--- config.mk ---
export PLATFORM = sky130hd
export DESIGN_NAME = main_config_reg
export DESIGN_NICKNAME = d
export VERILOG_FILES = /design/src/pkg/main_config_pkg.sv /design/src/logic/main_config_reg.sv
export VERILOG_INCLUDE_DIRS = /design/src /design/src/pkg
export SDC_FILE = /design/constraint.sdc
export NUM_CORES = 1
export LEC_CHECK = 0
export ABC_AREA = 1
export BUFFER_PORTS_ARGS = -buffer_cell sky130_fd_sc_hd__buf_2
export CAP_MARGIN = 0
export CORE_AREA = 2 2 66 68
export CTS_BUF_LIST = sky130_fd_sc_hd__clkbuf_8
export DETAILED_ROUTE_END_ITERATION = 6
export DIE_AREA = 0 0 68 70
export SLEW_MARGIN = 20
export SYNTH_ARGS = -nofsm -noshare
export SYNTH_HDL_FRONTEND = slang
export SYNTH_SLANG_ARGS = --single-unit
--- constraint.sdc ---
create_clock -name clk -period 1.09 [get_ports clk]
set_input_delay 0.1635 -clock clk [delete_from_list [all_inputs] [get_ports clk]]
set_output_delay 0.1635 -clock clk [all_outputs]
set_load 0.02 [all_outputs]
--- src/pkg/main_config_cfg.svh ---
// Purpose: constants for the main configuration register
// Assumes: 16-bit register at address 0 of a 4-bit address space
// Notes: low-rate bit defaults to zero; power-save mode forces the low-rate output
`ifndef MAIN_CONFIG_CFG_SVH
`define MAIN_CONFIG_CFG_SVH
`define MAIN_CONFIGURATION_ADDR 4'h0
`define MAIN_CONFIGURATION_RESET 16'h2000
`define BIT_CALIBRATE 15
`define BIT_PHASE 14
`define BIT_SWING 13
`define BIT_TEST_PATTERN 12
`define BIT_I_POWER_DOWN 11
`define BIT_Q_POWER_DOWN 10
`define BIT_LOW_RATE 8
`define BIT_INTERLEAVE 7
`define BIT_Q_INPUT 6
`define BIT_SHORTED 5
`define BIT_TWOS 4
`define BIT_TIME_STAMP 3
`define BIT_SINGLE_RATE 2
`define WRITE_MASK 16'hfdfc
`endif

--- src/pkg/main_config_pkg.sv ---
// Purpose: types for the main configuration register
// Assumes: nothing beyond the constants header
// Notes: input selection of the interleaved mode
package main_config_pkg;
   typedef enum logic [1:0] {
      input_dual = 2'b00,
      input_i = 2'b01,
      input_q = 2'b10,
      input_shorted = 2'b11
   } input_mode_type;
endpackage

--- src/logic/main_config_reg.sv ---
// Purpose: main configuration register and the controls it drives
// Assumes: host writes arrive as a one-cycle strobe on clk
// Notes: calibrate and power-down pins are asynchronous and synchronised
`timescale 1ns/100ps
`include "main_config_cfg.svh"

// How it works
// - write one starts calibration; bit stays set
// - field ORed with pin; rise from zero
// - double rate: phase bit picks 0 or 90
// - single rate: phase bit picks clock edge
// - bit 13 picks output swing
// - bit 12 outputs fixed test pattern
// - bit 11 or pin powers down I
// - bit 10 or pin powers down Q
// - power-save forces low-rate, ignores field
// - bit 7 selects interleaved sampling
// - bit 6 picks Q input when interleaved
// - bit 5 shorts inputs when interleaved
// - bit 2 picks single or double rate
// - bit 4 picks two's complement format
// - outside extended mode, defaults, writes ignored
module main_config_reg
   import main_config_pkg::*;
(
   input wire logic clk,
   input wire logic reset_n,
   input wire logic extended_control_mode,
   input wire logic low_rate_power_save,
   input wire logic write_strobe,
   input wire logic [3:0] write_addr,
   input wire logic [15:0] write_data,
   input wire logic calibrate_pin,
   input wire logic i_power_down_pin,
   input wire logic q_power_down_pin,
   output logic [15:0] main_configuration,
   output logic calibration_start,
   output logic output_clock_phase_sel,
   output logic single_rate_output,
   output logic phase_90_sel,
   output logic data_on_falling_edge,
   output logic high_swing_sel,
   output logic test_pattern_sel,
   output logic i_channel_power_down,
   output logic q_channel_power_down,
   output logic low_clock_rate_sel,
   output logic interleave_on_i_input,
   output logic interleave_q_input_sel,
   output logic interleave_shorted_inputs,
   output input_mode_type input_mode,
   output logic twos_complement_sel,
   output logic time_stamp_enable
);
   logic [2:0] pin_meta;
   logic [2:0] pin_sync;
   logic [15:0] next_config;
   logic cal_request;
   logic cal_request_prev;
   // reset value of high_swing_sel is read from the register's reset word; the other decoded outputs reset to zero
   localparam logic [15:0] reset_word = `MAIN_CONFIGURATION_RESET;

   // two-stage synchronisers for the three pins
   always_ff @(posedge clk) begin
      if (!reset_n) begin
         pin_meta <= 3'h0;
         pin_sync <= 3'h0;
      end else begin
         pin_meta <= {calibrate_pin, i_power_down_pin, q_power_down_pin};
         pin_sync <= pin_meta;
      end
   end

   // reserved bits are masked so they always hold their default of zero
   always_comb begin
      next_config = main_configuration;
      if (!extended_control_mode) begin
         next_config = `MAIN_CONFIGURATION_RESET;
      end else if (write_strobe && write_addr == `MAIN_CONFIGURATION_ADDR) begin
         next_config = write_data & `WRITE_MASK;
      end
   end

   always_ff @(posedge clk) begin
      if (!reset_n) begin
         main_configuration <= `MAIN_CONFIGURATION_RESET;
      end else begin
         main_configuration <= next_config;
      end
   end

   // rising edge of the ORed request starts one calibration
   always_comb begin
      cal_request = main_configuration[`BIT_CALIBRATE] | pin_sync[2];
   end

   always_ff @(posedge clk) begin
      if (!reset_n) begin
         cal_request_prev <= 1'b0;
         calibration_start <= 1'b0;
      end else begin
         cal_request_prev <= cal_request;
         calibration_start <= cal_request & ~cal_request_prev;
      end
   end

   always_ff @(posedge clk) begin
      if (!reset_n) begin
         output_clock_phase_sel <= 1'b0;
         single_rate_output <= 1'b0;
         phase_90_sel <= 1'b0;
         data_on_falling_edge <= 1'b0;
         high_swing_sel <= reset_word[`BIT_SWING];
         test_pattern_sel <= 1'b0;
         i_channel_power_down <= 1'b0;
         q_channel_power_down <= 1'b0;
         low_clock_rate_sel <= 1'b0;
         twos_complement_sel <= 1'b0;
         time_stamp_enable <= 1'b0;
      end else begin
         output_clock_phase_sel <= next_config[`BIT_PHASE];
         single_rate_output <= next_config[`BIT_SINGLE_RATE];
         phase_90_sel <= next_config[`BIT_PHASE] & ~next_config[`BIT_SINGLE_RATE];
         data_on_falling_edge <= next_config[`BIT_PHASE] & next_config[`BIT_SINGLE_RATE];
         high_swing_sel <= next_config[`BIT_SWING];
         test_pattern_sel <= next_config[`BIT_TEST_PATTERN];
         i_channel_power_down <= next_config[`BIT_I_POWER_DOWN] | pin_sync[1];
         q_channel_power_down <= next_config[`BIT_Q_POWER_DOWN] | pin_sync[0];
         // power-save applies the low-rate setting itself
         low_clock_rate_sel <= low_rate_power_save | next_config[`BIT_LOW_RATE];
         twos_complement_sel <= next_config[`BIT_TWOS];
         time_stamp_enable <= next_config[`BIT_TIME_STAMP];
      end
   end

   // without bit 7 the mode falls back to dual; with bits 6 and 5 both set, shorted wins
   always_ff @(posedge clk) begin
      if (!reset_n) begin
         interleave_on_i_input <= 1'b0;
         interleave_q_input_sel <= 1'b0;
         interleave_shorted_inputs <= 1'b0;
         input_mode <= input_dual;
      end else begin
         interleave_on_i_input <= next_config[`BIT_INTERLEAVE];
         interleave_q_input_sel <= next_config[`BIT_INTERLEAVE] & next_config[`BIT_Q_INPUT];
         interleave_shorted_inputs <= next_config[`BIT_INTERLEAVE] & next_config[`BIT_SHORTED];
         if (!next_config[`BIT_INTERLEAVE]) begin
            input_mode <= input_dual;
         end else if (next_config[`BIT_SHORTED]) begin
            input_mode <= input_shorted;
         end else if (next_config[`BIT_Q_INPUT]) begin
            input_mode <= input_q;
         end else begin
            input_mode <= input_i;
         end
      end
   end
endmodule

Word level (Yosys, flattened, before mapping) --
Cells that the tools add are included.
Cells by class: bitwise operators 11, multiplexer cells 4, reduce and logical (&&, ||, !) cells 4
Operators by type and width (number):
- $mux W15 | 2
- $and A1 B1 Y1 | 5
- $logic_not A4 Y1 | 1
- $mux W2 | 2
- $or A1 B1 Y1 | 4
- $reduce_and A2 Y1 | 2
- $not A1 Y1 | 2
- $logic_and A1 B1 Y1 | 1
Storage, ports and cells: logic and storage cells 40, output and inout bits 33, bits in registers 37

Depth between registers and ports, before layout --
Gate-level depths: netlist (run 1).
word-level depth 6, gate-level depth with buffers 7

Worst setup path before layout (run 1) --
OpenSTA, ideal clock, no wires.
path kind input port to flip-flop, start point input write_addr[1], end point register data_on_falling_edge, cell stages on the path 5, buffers on the path 1, arrival 863 ps, slack 109 ps, cell sequence nor2_2 -> nand3_4 -> buf_6 -> o211ai_4 -> nor2_1
On the way: word-level cells in the longest chain between the ends 5
RTL lines:
- start, declared | line main_config_reg.sv:31 | input wire logic [3:0] write_addr,
- $logic_not A4 Y1 (no line)
- $logic_and A1 B1 Y1 (no line)
- $mux W15 | line main_config_reg.sv:78 | end else if (write_strobe && write_addr == `MAIN_CONFIGURATION_ADDR) begin
- $mux W15 | line main_config_reg.sv:76 | if (!extended_control_mode) begin
- $and A1 B1 Y1 | line main_config_reg.sv:123 | data_on_falling_edge <= next_config[`BIT_PHASE] & next_config[`BIT_SINGLE_RATE];
- end signal, assigned | line main_config_reg.sv:123
- end, declared | line main_config_reg.sv:41 | output logic data_on_falling_edge,
No other way between the ends. A chain may end at the register's enable or synchronous reset.

Final worst setup path (run 1) --
start point register main_configuration[15], end point output main_configuration[15]
RTL lines:
- start, declared | line main_config_reg.sv:36 | output logic [15:0] main_configuration,
- start signal, assigned | line main_config_reg.sv:85 | main_configuration <= `MAIN_CONFIGURATION_RESET;
- start signal, assigned | line main_config_reg.sv:87 | main_configuration <= next_config;
No word-level cell between the ends.

==> key figures, run 1 <==
Floorplan
  • Row count: 24
  • Starting Density: 28.20%
  • Core Area: roughly 0.0041 mm²
  • Die area: 0.004760 mm²
  • Io pins: approximately 60
  • Die H: roughly 70 µm
  • Die width: roughly 68 µm

Timing
  • Fmax: slightly above 1000 MHz
  • Min Clock Period, post-route: slightly below 1000 ps
  • RSZ-0062 raised after global routing: no
  • Clock skew: about 7.6 ps
  • Period utilization: 89.45%
  • Min setup slack post-route: between 100 and 150 ps
  • Final Hold Fails: 0
  • Slew Limit Fails: 0
  • Hold Slack: 58.62 ps
  • Final setup fails: 0

Critical path
  • Slowest stage delay, CP: around 360 ps
  • CP max stage cell: dfxtp_1
  • Critical-path maximum fanout: 3
  • CP Capture Type: output pin
  • CP delay by family, top: flip-flops
  • Setup crit start kind: register
  • WP buf/inv: 1
  • Setup CP Type: register to output pin
  • Critical Path RT: roughly 930 ps
  • Worst path cell trace: buf_2
  • Worst EP arrival: ~810 ps

Layout
  • Commonest non-fill, non-tap cell in the layout: buf_2
  • Sequential cell area: roughly 600 µm²
  • Final std cell area, no fill: around 0.0016 mm²
  • Final net count: between 200 and 250
  • Layout cells sized above 1: approximately 39%
  • Layout area overhead: 32.87%
  • Commonest cells after routing, fill and taps aside: buf_2, nand2_1, dfxtp_1
  • # diodes: 0
  • # fillers: between 400 and 500
  • Multi-input gate area: 366.6 µm²

Clock tree
  • CTS HTree Levels: 2
  • Reg clk slew, reported paths: around 70 ps
  • Post-CTS resize count: 0
  • CTS sink cnt: 30
  • Number of setup buffers added after CTS: 0
  • Root Buffer: clkbuf_8
  • Worst skew pair latency: around 280 ps
  • Hold Buf Count CTS: 0
  • Clock Path Buffers: 2
  • TritonCTS clock tree: yes
  • Cts bufs inserted: 5

GRT
  • First-pass GRT wire length: between 3 and 4 mm
  • Pin count of the biggest net entering global routing: 14
  • Grt total ovfl: 0
  • GRT Total Usage: a little over a tenth
  • Vias in the first global route: 873
  • Initial antenna violation count: 0

Worst hold path
  • Min-Delay Path Class: input port to register

Pwr
  • Power Total: approximately 2.2 mW
  • Power per cell area: around 1400 mW/mm²
  • P_leak: slightly below 0.9 nW
  • Peak VDD IR: roughly 0.00057 V

Status
  • Status: complete, no violations

Routing
  • First-pass DRT Iterations: 3
  • Antenna Nets Post-Route: 0
  • Final WL: 2.342 mm
  • DRC: 0
  • Average routed wire per standard cell: slightly above 9 µm
  • Drt first-iter violations: 40
  • Vias: 979
  • DR vias/cell: 3.839

Job
  • MaxCap Viol Count: 0

Logic synthesis
  • Flops & latches, synth: 30
  • Register area share after synthesis: 51.39%
  • Synthesized area per cell: ~8 µm²
  • Synth top area share: between 50 and 60%
  • Mapped Cells: 146
  • Cell taking the most area after synthesis: dfxtp_1
  • Count of different cell masters after synthesis: 22
  • Largest cells by area after synthesis: dfxtp_1, nand2_1, inv_1
  • Warnings, synthesis: 0
  • Post-Syn Area: 0.001169 mm²

Placement
  • Cell Area, Placed: ~0.0015 mm²
  • Worst slack, placed: -109.4 ps
  • Global placement routability congestion: ~0.7
  • Post-DP HPWL: 1.796 mm
  • Port bufs: 54
==> report_power, final <==
part	switching [mW]	leakage [nW]	internal [mW]
registers	0.00609	0.244	1.12
clock network	0.414	0.0472	0.506
logic	0.0980	0.585	0.0668
total	0.518	0.876	1.69
==> synthesized netlist by cell type <==
cell type / count
dfxtp_1: 30
nor2_2: 3
inv_1: 29
nor2_4: 1
nand3_4: 1
o21ai_1: 2
buf_6: 1
nand2_2: 3
conb_1: 1
a21oi_1: 4
nand3_1: 2
buf_2: 1
buf_4: 10
o211ai_4: 1
inv_2: 1
clkinv_2: 1
nor3_1: 1
nor2_1: 13
nand4_1: 3
o21ai_0: 4
nand2_1: 33
nand2_4: 1
==> per-stage QoR <==
| stage | utilization, % | std cells | setup TNS [ps] |
|---|---|---|---|
| 2_1_floorplan | - | 148 | 0 |
| 3_3_place_gp | 35.18 | 247 | -523.2 |
| 3_5_place_dp | 35.18 | 247 | -1046 |
| 4_1_cts | 37.47 | 255 | 0 |
| 5_1_grt | 37.47 | 255 | 0 |
| 6_report | 37.47 | 255 | 0 |
==> metal layers <==
layer / GRT usage (%) / vias up / wire, µm
li1: - / 528 / -
met3: 3.543 / 5 / 217
met5: 0 / - / 0
met2: 16.29 / 41 / 1021
met1: 12.98 / 405 / 1047
met4: 8.000 / 0 / 55
==> state kept, by name (all words and copies together) (netlist names) <==
signal and flops:
main_configuration 13, pin_meta 3, pin_sync 3, input_mode 2, cal_request_prev 1, calibration_start 1
data_on_falling_edge 1, i_channel_power_down 1, interleave_q_input_sel 1, interleave_shorted_inputs 1, low_clock_rate_sel 1, phase_90_sel 1
q_channel_power_down 1
==> path summary, 6_finish.rpt <==
kind | start | depth (start not counted) | slack [ps] | endpoint
max | main_configuration[15] | 1 | 110 | main_configuration[15]
min | i_power_down_pin | 3 | 60 | pin_meta[1]
max reg2reg | main_configuration[7] | 6 | 250 | input_mode[1]
min reg2reg | cal_request_prev | 1 | 400 | calibration_start
==> area by class of cell <==
class	instances	share of cell area, %
tap	52	4.190
inverter	31	7.575
clock buffer	6	5.318
sequential	30	38.68
timing repair buffer	59	19.82
clock inverter	2	0.8058
multi-input combinational	75	23.61
==> cells by family (layout without fill, tap and decap cells) <==
family / after synthesis / in the layout / synth area share [%]
AO/OA/AOI/OAI: 11 / 11 / 6.103
flip-flops: 30 / 30 / 51.39
buffers and inverters: 43 / 98 / 17.88
other: 1 / 3 / 0.3209
AND/OR/NAND/NOR: 61 / 61 / 24.30
Power figures use the tool's default switching activity.
==> run 2: changes to the inputs <==
--- a/config.mk
+++ b/config.mk
@@ -6,13 +6,12 @@
 export SDC_FILE = /design/constraint.sdc
 export NUM_CORES = 1
 export LEC_CHECK = 0
-export ABC_AREA = 1
 export BUFFER_PORTS_ARGS = -buffer_cell sky130_fd_sc_hd__buf_2
 export CAP_MARGIN = 0
-export CORE_AREA = 2 2 66 68
+export CORE_AREA = 2 2 67 69
 export CTS_BUF_LIST = sky130_fd_sc_hd__clkbuf_8
 export DETAILED_ROUTE_END_ITERATION = 6
-export DIE_AREA = 0 0 68 70
+export DIE_AREA = 0 0 69 71
 export SLEW_MARGIN = 20
 export SYNTH_ARGS = -nofsm -noshare
 export SYNTH_HDL_FRONTEND = slang
==> key figures, run 2 <==
Layout
  • Final net count: 216 (-6.1%)
  • Commonest non-fill, non-tap cell in the layout: buf_2
  • Number of flip-flops in the largest register: 13 (unchanged)
  • Largest Register: main_configuration
  • # fillers: 457 (-1.9%)
  • # diodes: 0 (unchanged)
  • Layout area overhead: 36.58%
  • Layout cells sized above 1: 44.97% (+6.1 points)
  • Commonest cells after routing, fill and taps aside: buf_2, dfxtp_1, nand3_1, a21oi_1, buf_4
  • Biggest regs: main_configuration (13), pin_meta (3), pin_sync (3)

Timing
  • Fmax: 901.6 MHz (-12%)
  • Setup TNS Final: -45.29 ps (-45.29 ps)
  • Final Hold Fails: 0 (unchanged)
  • Clock skew: 2.647 ps (-4.993 ps)
  • Hold Slack: 87.93 ps (+29.31 ps)
  • Slew Limit Fails: 0 (unchanged)
  • Min setup slack post-route: -19.20 ps (-134.2 ps)
  • RSZ-0062 raised after global routing: yes
  • Min Clock Period, post-route: 1109 ps (+134.2 ps)
  • Final setup fails: 3 (+3)
  • Period utilization: 101.8% (+12 points)

Pwr
  • Pint: 1.699 mW (+0.51%)
  • Clk pwr share: 40.1% (-1.6 points)
  • Power Total: 2.223 mW (+0.63%)
  • Logic gate share of total power: 9.4% (+1.9 points)
  • Peak VDD IR: 0.0007239 V (+28%)
  • Power per cell area: 1333 mW/mm² (-6.3%)
  • Switch share: 23.54% (+0.090 points)
  • P_leak: 0.7226 nW (-17%)
  • Seq pwr share: 50.5% (-0.4 points)
  • Switching Power: 0.5232 mW (+1.0%)

Logic synthesis
  • Cell taking the most area after synthesis: dfxtp_1
  • Largest cells by area after synthesis: dfxtp_1, buf_4, a21oi_1
  • Prevailing post-synth register cell: dfxtp_1
  • Flops & latches, synth: 30 (unchanged)
  • Synth top area share: 49.18% (-2.2 points)
  • Post-synth EDFFs: 0 (unchanged)
  • Post-synth top cells: dfxtp_1, a21oi_1, nand3_1
  • Warnings, synthesis: 0 (unchanged)
  • Count of different cell masters after synthesis: 27 (+23%)
  • Synthesized area per cell: 9.251 µm² (+16%)
  • Post-Syn Area: 0.001221 mm² (+4.5%)
  • Register area share after synthesis: 49.18% (-2.2 points)
  • Most common cell in the netlist: dfxtp_1
  • Async S/R FF share, synth: 0% (unchanged)
  • Mapped Cells: 132 (-9.6%)

Worst hold path
  • Min-Delay Path Class: input port to register
  • Worst hold path depth: 2 (-1)
  • Worst hold start: calibrate_pin
  • Hold EP: pin_meta[2]

Clock tree
  • Root Buffer: clkbuf_8
  • Hold Buf Count CTS: 0 (unchanged)
  • Number of setup buffers added after CTS: 0 (unchanged)
  • TritonCTS clock tree: yes
  • CTS sink cnt: 30 (unchanged)
  • Clock Path Buffers: 2 (unchanged)
  • Worst skew pair latency: 280 ps (about the same)
  • Cts bufs inserted: 5 (unchanged)
  • Reg clk slew, reported paths: 60 ps (about the same)
  • CTS HTree Levels: 2 (unchanged)

Floorplan
  • Io pins: 61 (unchanged)
  • Die H: 71 µm (+1.4%)
  • Die width: 69 µm (+1.5%)
  • Starting Density: 29.05% (+0.85 points)
  • Row count: 24 (unchanged)
  • Die area: 0.004899 mm² (+2.9%)
  • Core Area: 0.004204 mm² (+1.4%)

GRT
  • Vias in the first global route: 1005 (+15%)
  • Initial antenna violation count: 0 (unchanged)
  • GRT Total Usage: 12.23% (+1.2 points)
  • First-pass GRT wire length: 4.650 mm (+25%)
  • Grt total ovfl: 0 (unchanged)
  • Pin count of the biggest net entering global routing: 20 (+6)

Critical path
  • Worst Reg2Reg Path Length in Cells: 3 (-3)
  • Worst EP arrival: 1260 ps (+450 ps)
  • Setup crit start kind: input port
  • Worst reg2reg setup slack: 250 ps (about the same)
  • Critical-path maximum fanout: 10 (+7)
  • Reg-to-reg startpoint: main_configuration[6]
  • Critical Path RT: 1240 ps (+310 ps)
  • Setup CP Type: input port to register
  • Worst R2R End: input_mode[0]
  • CP Capture Type: register

Routing
  • Final WL: 3.003 mm (+28%)
  • DRC: 0 (unchanged)
  • Vias: 1161 (+19%)
  • Drt first-iter violations: 101 (+150%)
  • DR vias/cell: 4.817 (+25%)
  • First-pass DRT Iterations: 4 (+1)
  • Average routed wire per standard cell: 12.46 µm (+36%)
  • Antenna Nets Post-Route: 0 (unchanged)

Placement
  • Worst slack, placed: -354.7 ps (-245.3 ps)
  • Global placement routability congestion: 0.7298 (+2.7%)
  • Port bufs: 54 (unchanged)
  • Post-DP HPWL: 2.057 mm (+15%)

Status
  • Status: complete, but fails checks
  • Failing checks: setup timing

Job
  • MaxCap Viol Count: 0 (unchanged)
## run 2: changes by cell type after synthesis, sizes merged, moves of 6 or more
| cell | change |
|---|---|
| nor2 | -17 |
| o21ai | +6 |
| nand2 | -30 |
| nand3 | +10 |
| o2111ai | +6 |
| a21oi | +11 |
| and2 | +6 |
| inv | -28 |
## run 2: power groups by stage
stage / Combinational [mW] / Sequential [mW] / Clock [mW]
final: 0.210 / 1.12 / 0.891
after global routing: 0.230 / 1.12 / 0.970
after CTS: 0.208 / 1.12 / 0.919
after detailed placement: 0.198 / 1.15 / 0
after global placement: 0.197 / 1.15 / 0
after floorplan: 0.0992 / 1.16 / 0
## run 2: worst max-delay path by stage
stage | from | end | slack (ps) | cells after the start
5_1_grt | write_addr[0] | main_configuration[8] | -40 | 4
4_1_cts | main_configuration[7] | interleave_on_i_input | 3 | 1
2_1_floorplan | write_addr[2] | main_configuration[13] | -180 | 5
6_report | write_addr[0] | low_clock_rate_sel | -20 | 4
3_5_place_dp | write_addr[2] | q_channel_power_down | -350 | 4
3_3_place_gp | write_addr[2] | low_clock_rate_sel | -350 | 4
## run 2: cells by family (layout without fill, tap and decap cells)
kind of cell           after synthesis  after routing  share of synthesized area [%]
other                                1              3                         0.3071
AND/OR/NAND/NOR                     35             36                          16.80
AO/OA/AOI/OAI                       43             43                          22.44
buffers and inverters               23             77                          11.27
flip-flops                          30             30                          49.18
## run 2: stage by stage
stage,std cells,utilization (%),area (µm²)
floorplan,134,-,1236
global placement,231,36.25,1524
detailed placement,231,36.25,1524
CTS,240,39.20,1648
global route,241,39.67,1668
finish,241,39.67,1668
## run 2: layer usage
layer  GRT usage (%)  part of all wire [%]  vias up
met2           18.70                    48       46
met3           5.128                   8.5        7
met1           14.64                    41      530
li1                -                     -      578
met4           6.536                   2.0        0
met5               0                     0        -
## run 2: timing repair
action / CTS / global route
pin swaps: 1 / 3
cloned: 1 / 1
resized for setup: 4 / 6
setup endpoints to repair: 6 / 13
## run 2: worst max-delay path, stage by stage
cell	delay, ps
buf_2	120
or4b_4	630
o2111ai_2	230
o211ai_1	110
## run 2: cell type report
type                            instances  area [µm²]  share of cell area, %
Clock buffer                            6       82.58                  4.951
Clock inverter                          2       8.758                 0.5251
Tap cell                               52       65.06                  3.901
Timing Repair Buffer                   66       361.6                  21.68
Multi-Input combinational cell         82       536.8                  32.18
Sequential cell                        30       601.8                  36.08
Inverter                                3       11.26                 0.6752
==> run 3: changes to the inputs <==
--- a/config.mk
+++ b/config.mk
@@ -9,7 +9,7 @@
 export BUFFER_PORTS_ARGS = -buffer_cell sky130_fd_sc_hd__buf_2
 export CAP_MARGIN = 0
 export CORE_AREA = 2 2 67 69
-export CTS_BUF_LIST = sky130_fd_sc_hd__clkbuf_8
+export CTS_BUF_LIST = sky130_fd_sc_hd__clkbuf_16
 export DETAILED_ROUTE_END_ITERATION = 6
 export DIE_AREA = 0 0 69 71
 export SLEW_MARGIN = 20
==> key figures, run 3 (synthesized netlist as in run 2, its figures left out) <==
Timing
  • Min setup slack post-route: -13.94 ps (+5.255 ps)
  • Period utilization: 101.3% (-0.48 points)
  • Fmax: 905.8 MHz (+0.48%)
  • Slew Limit Fails: 0 (unchanged)
  • Hold Slack: 94.39 ps (+6.465 ps)
  • Final setup fails: 4 (+1)
  • Final Hold Fails: 0 (unchanged)
  • RSZ-0062 raised after global routing: yes
  • Min Clock Period, post-route: 1104 ps (-5.255 ps)
  • Clock skew: 3.018 ps (+0.3703 ps)

Routing
  • Antenna Nets Post-Route: 0 (unchanged)
  • Final WL: 3.046 mm (+1.4%)
  • Average routed wire per standard cell: 12.64 µm (+1.4%)
  • DRC: 0 (unchanged)
  • DR vias/cell: 4.809 (-0.17%)
  • First-pass DRT Iterations: 4 (unchanged)
  • Drt first-iter violations: 141 (+40%)
  • Vias: 1159 (-0.17%)

Critical path
  • Setup CP Type: input port to register
  • Slowest stage delay, CP: 630 ps (about the same)
  • Setup crit start kind: input port
  • Worst path cell trace: buf_2 > or4b_4 > o2111ai_2 > o211ai_1
  • Worst EP arrival: 1250 ps (about the same)
  • CP max stage cell: or4b_4
  • WP buf/inv: 1 (unchanged)
  • Reg-to-reg startpoint: main_configuration[6]
  • Critical path origin: write_addr[0]
  • CP delay by family, top: simple AND/OR/NAND/NOR gates
  • Critical-path maximum fanout: 10 (unchanged)
  • CP Capture Type: register
  • Critical Path RT: 1230 ps (about the same)

Status
  • Status: complete, but fails checks
  • Failing checks: setup timing

Floorplan
  • Row count: 24 (unchanged)
  • Starting Density: 29.05% (unchanged)
  • Die width: 69 µm (unchanged)
  • Io pins: 61 (unchanged)
  • Die H: 71 µm (unchanged)
  • Core Area: 0.004204 mm² (unchanged)
  • Die area: 0.004899 mm² (unchanged)

Clock tree
  • Root Buffer: clkbuf_16
  • Cts bufs inserted: 5 (unchanged)
  • TritonCTS clock tree: yes
  • Worst skew pair latency: 270 ps (about the same)
  • CTS HTree Levels: 2 (unchanged)
  • Number of setup buffers added after CTS: 0 (unchanged)
  • Reg clk slew, reported paths: 50 ps (about the same)
  • Clock Path Buffers: 2 (unchanged)
  • CTS sink cnt: 30 (unchanged)

Layout
  • Final std cell area, no fill: 0.001723 mm² (+3.3%)
  • Final net count: 216 (unchanged)
  • Biggest regs: main_configuration (13), pin_meta (3), pin_sync (3)
  • Commonest cells after routing, fill and taps aside: buf_2, dfxtp_1, a21oi_1
  • Largest Register: main_configuration
  • Number of flip-flops in the largest register: 13 (unchanged)
  • # diodes: 0 (unchanged)
  • Commonest non-fill, non-tap cell in the layout: buf_2
  • Layout cells sized above 1: 44.97% (unchanged)
  • Layout area overhead: 41.09%

GRT
  • Grt total ovfl: 0 (unchanged)
  • First-pass GRT wire length: 4.650 mm (unchanged)
  • Initial antenna violation count: 0 (unchanged)
  • GRT Total Usage: 12.37% (+0.15 points)
  • Pin count of the biggest net entering global routing: 20 (unchanged)
  • Vias in the first global route: 998 (-0.70%)

Placement
  • Post-DP HPWL: 2.057 mm (unchanged)
  • Port bufs: 54 (unchanged)
  • Cell Area, Placed: 0.001524 mm² (unchanged)
  • Global placement routability congestion: 0.7298 (unchanged)

Worst hold path
  • Min-Delay Path Class: input port to register
  • Worst hold start: calibrate_pin

Pwr
  • P_leak: 0.7440 nW (+3.0%)
  • Power per cell area: 1504 mW/mm² (+13%)
  • Peak VDD IR: 0.0008485 V (+17%)

Job
  • MaxCap Viol Count: 0 (unchanged)
## run 3: changes by cell type in the layout (fill, tap and decap cells not counted), sizes merged
cell and change:
clkbuf -1, clkinv +1
## run 3: per-layer routing
metal | wire, µm | vias up | global-route usage, %
met3 | 286 | 6 | 6.268
li1 | - | 584 | -
met4 | 53 | 0 | 5.229
met5 | 0 | - | 0
met1 | 1253 | 521 | 14.45
met2 | 1453 | 48 | 19.23
## run 3: per-stage QoR
step	utilization (%)	TNS [ps]	total power, mW	worst slack, ps	instances
final	40.98	-42.28	2.592	-13.94	241
after global routing	40.98	-263.2	2.699	-40.14	241
after CTS	40.30	-5.235	2.629	-5.235	240
after detailed placement	36.25	-5868	1.344	-354.7	231
after global placement	36.25	-5804	1.344	-347.0	231
after floorplan	-	-3004	1.255	-178.2	134
## run 3: worst reg2reg max path: stages, from the launching register on
cell and delay (ps):
dfxtp_1 390, inv_1 60, o221ai_1 190, a21oi_1 90
## run 3: cell type report
| cell class | instances | area, µm² |
|---|---|---|
| inverter | 3 | 11.26 |
| multi-input combinational | 82 | 541.8 |
| fill | 452 | 2481 |
| timing repair buffer | 66 | 365.4 |
| tap | 52 | 65.06 |
| sequential | 30 | 601.8 |
| clock buffer | 5 | 125.1 |
| clock inverter | 3 | 12.51 |
## run 3: timing repair
action	4_1_cts	5_1_grt
hold buffers	0	0
hold endpoints to repair	0	0
endpoints found under the setup margin	8	13
pin swaps	1	5
cloned	1	1
resized for setup	4	7
## run 3: path summary, 6_finish.rpt
check        depth (start not counted)  slack (ps)                  to
max                                  4         -10  low_clock_rate_sel
min                                  2          90         pin_meta[2]
max reg2reg                          3         250       input_mode[0]
min reg2reg                          1         380   calibration_start
## run 3: power breakdown
group	switching (mW)	internal [mW]	total [mW]
clock network	0.434	0.820	1.25
logic	0.127	0.0853	0.213
registers	0.00570	1.12	1.13
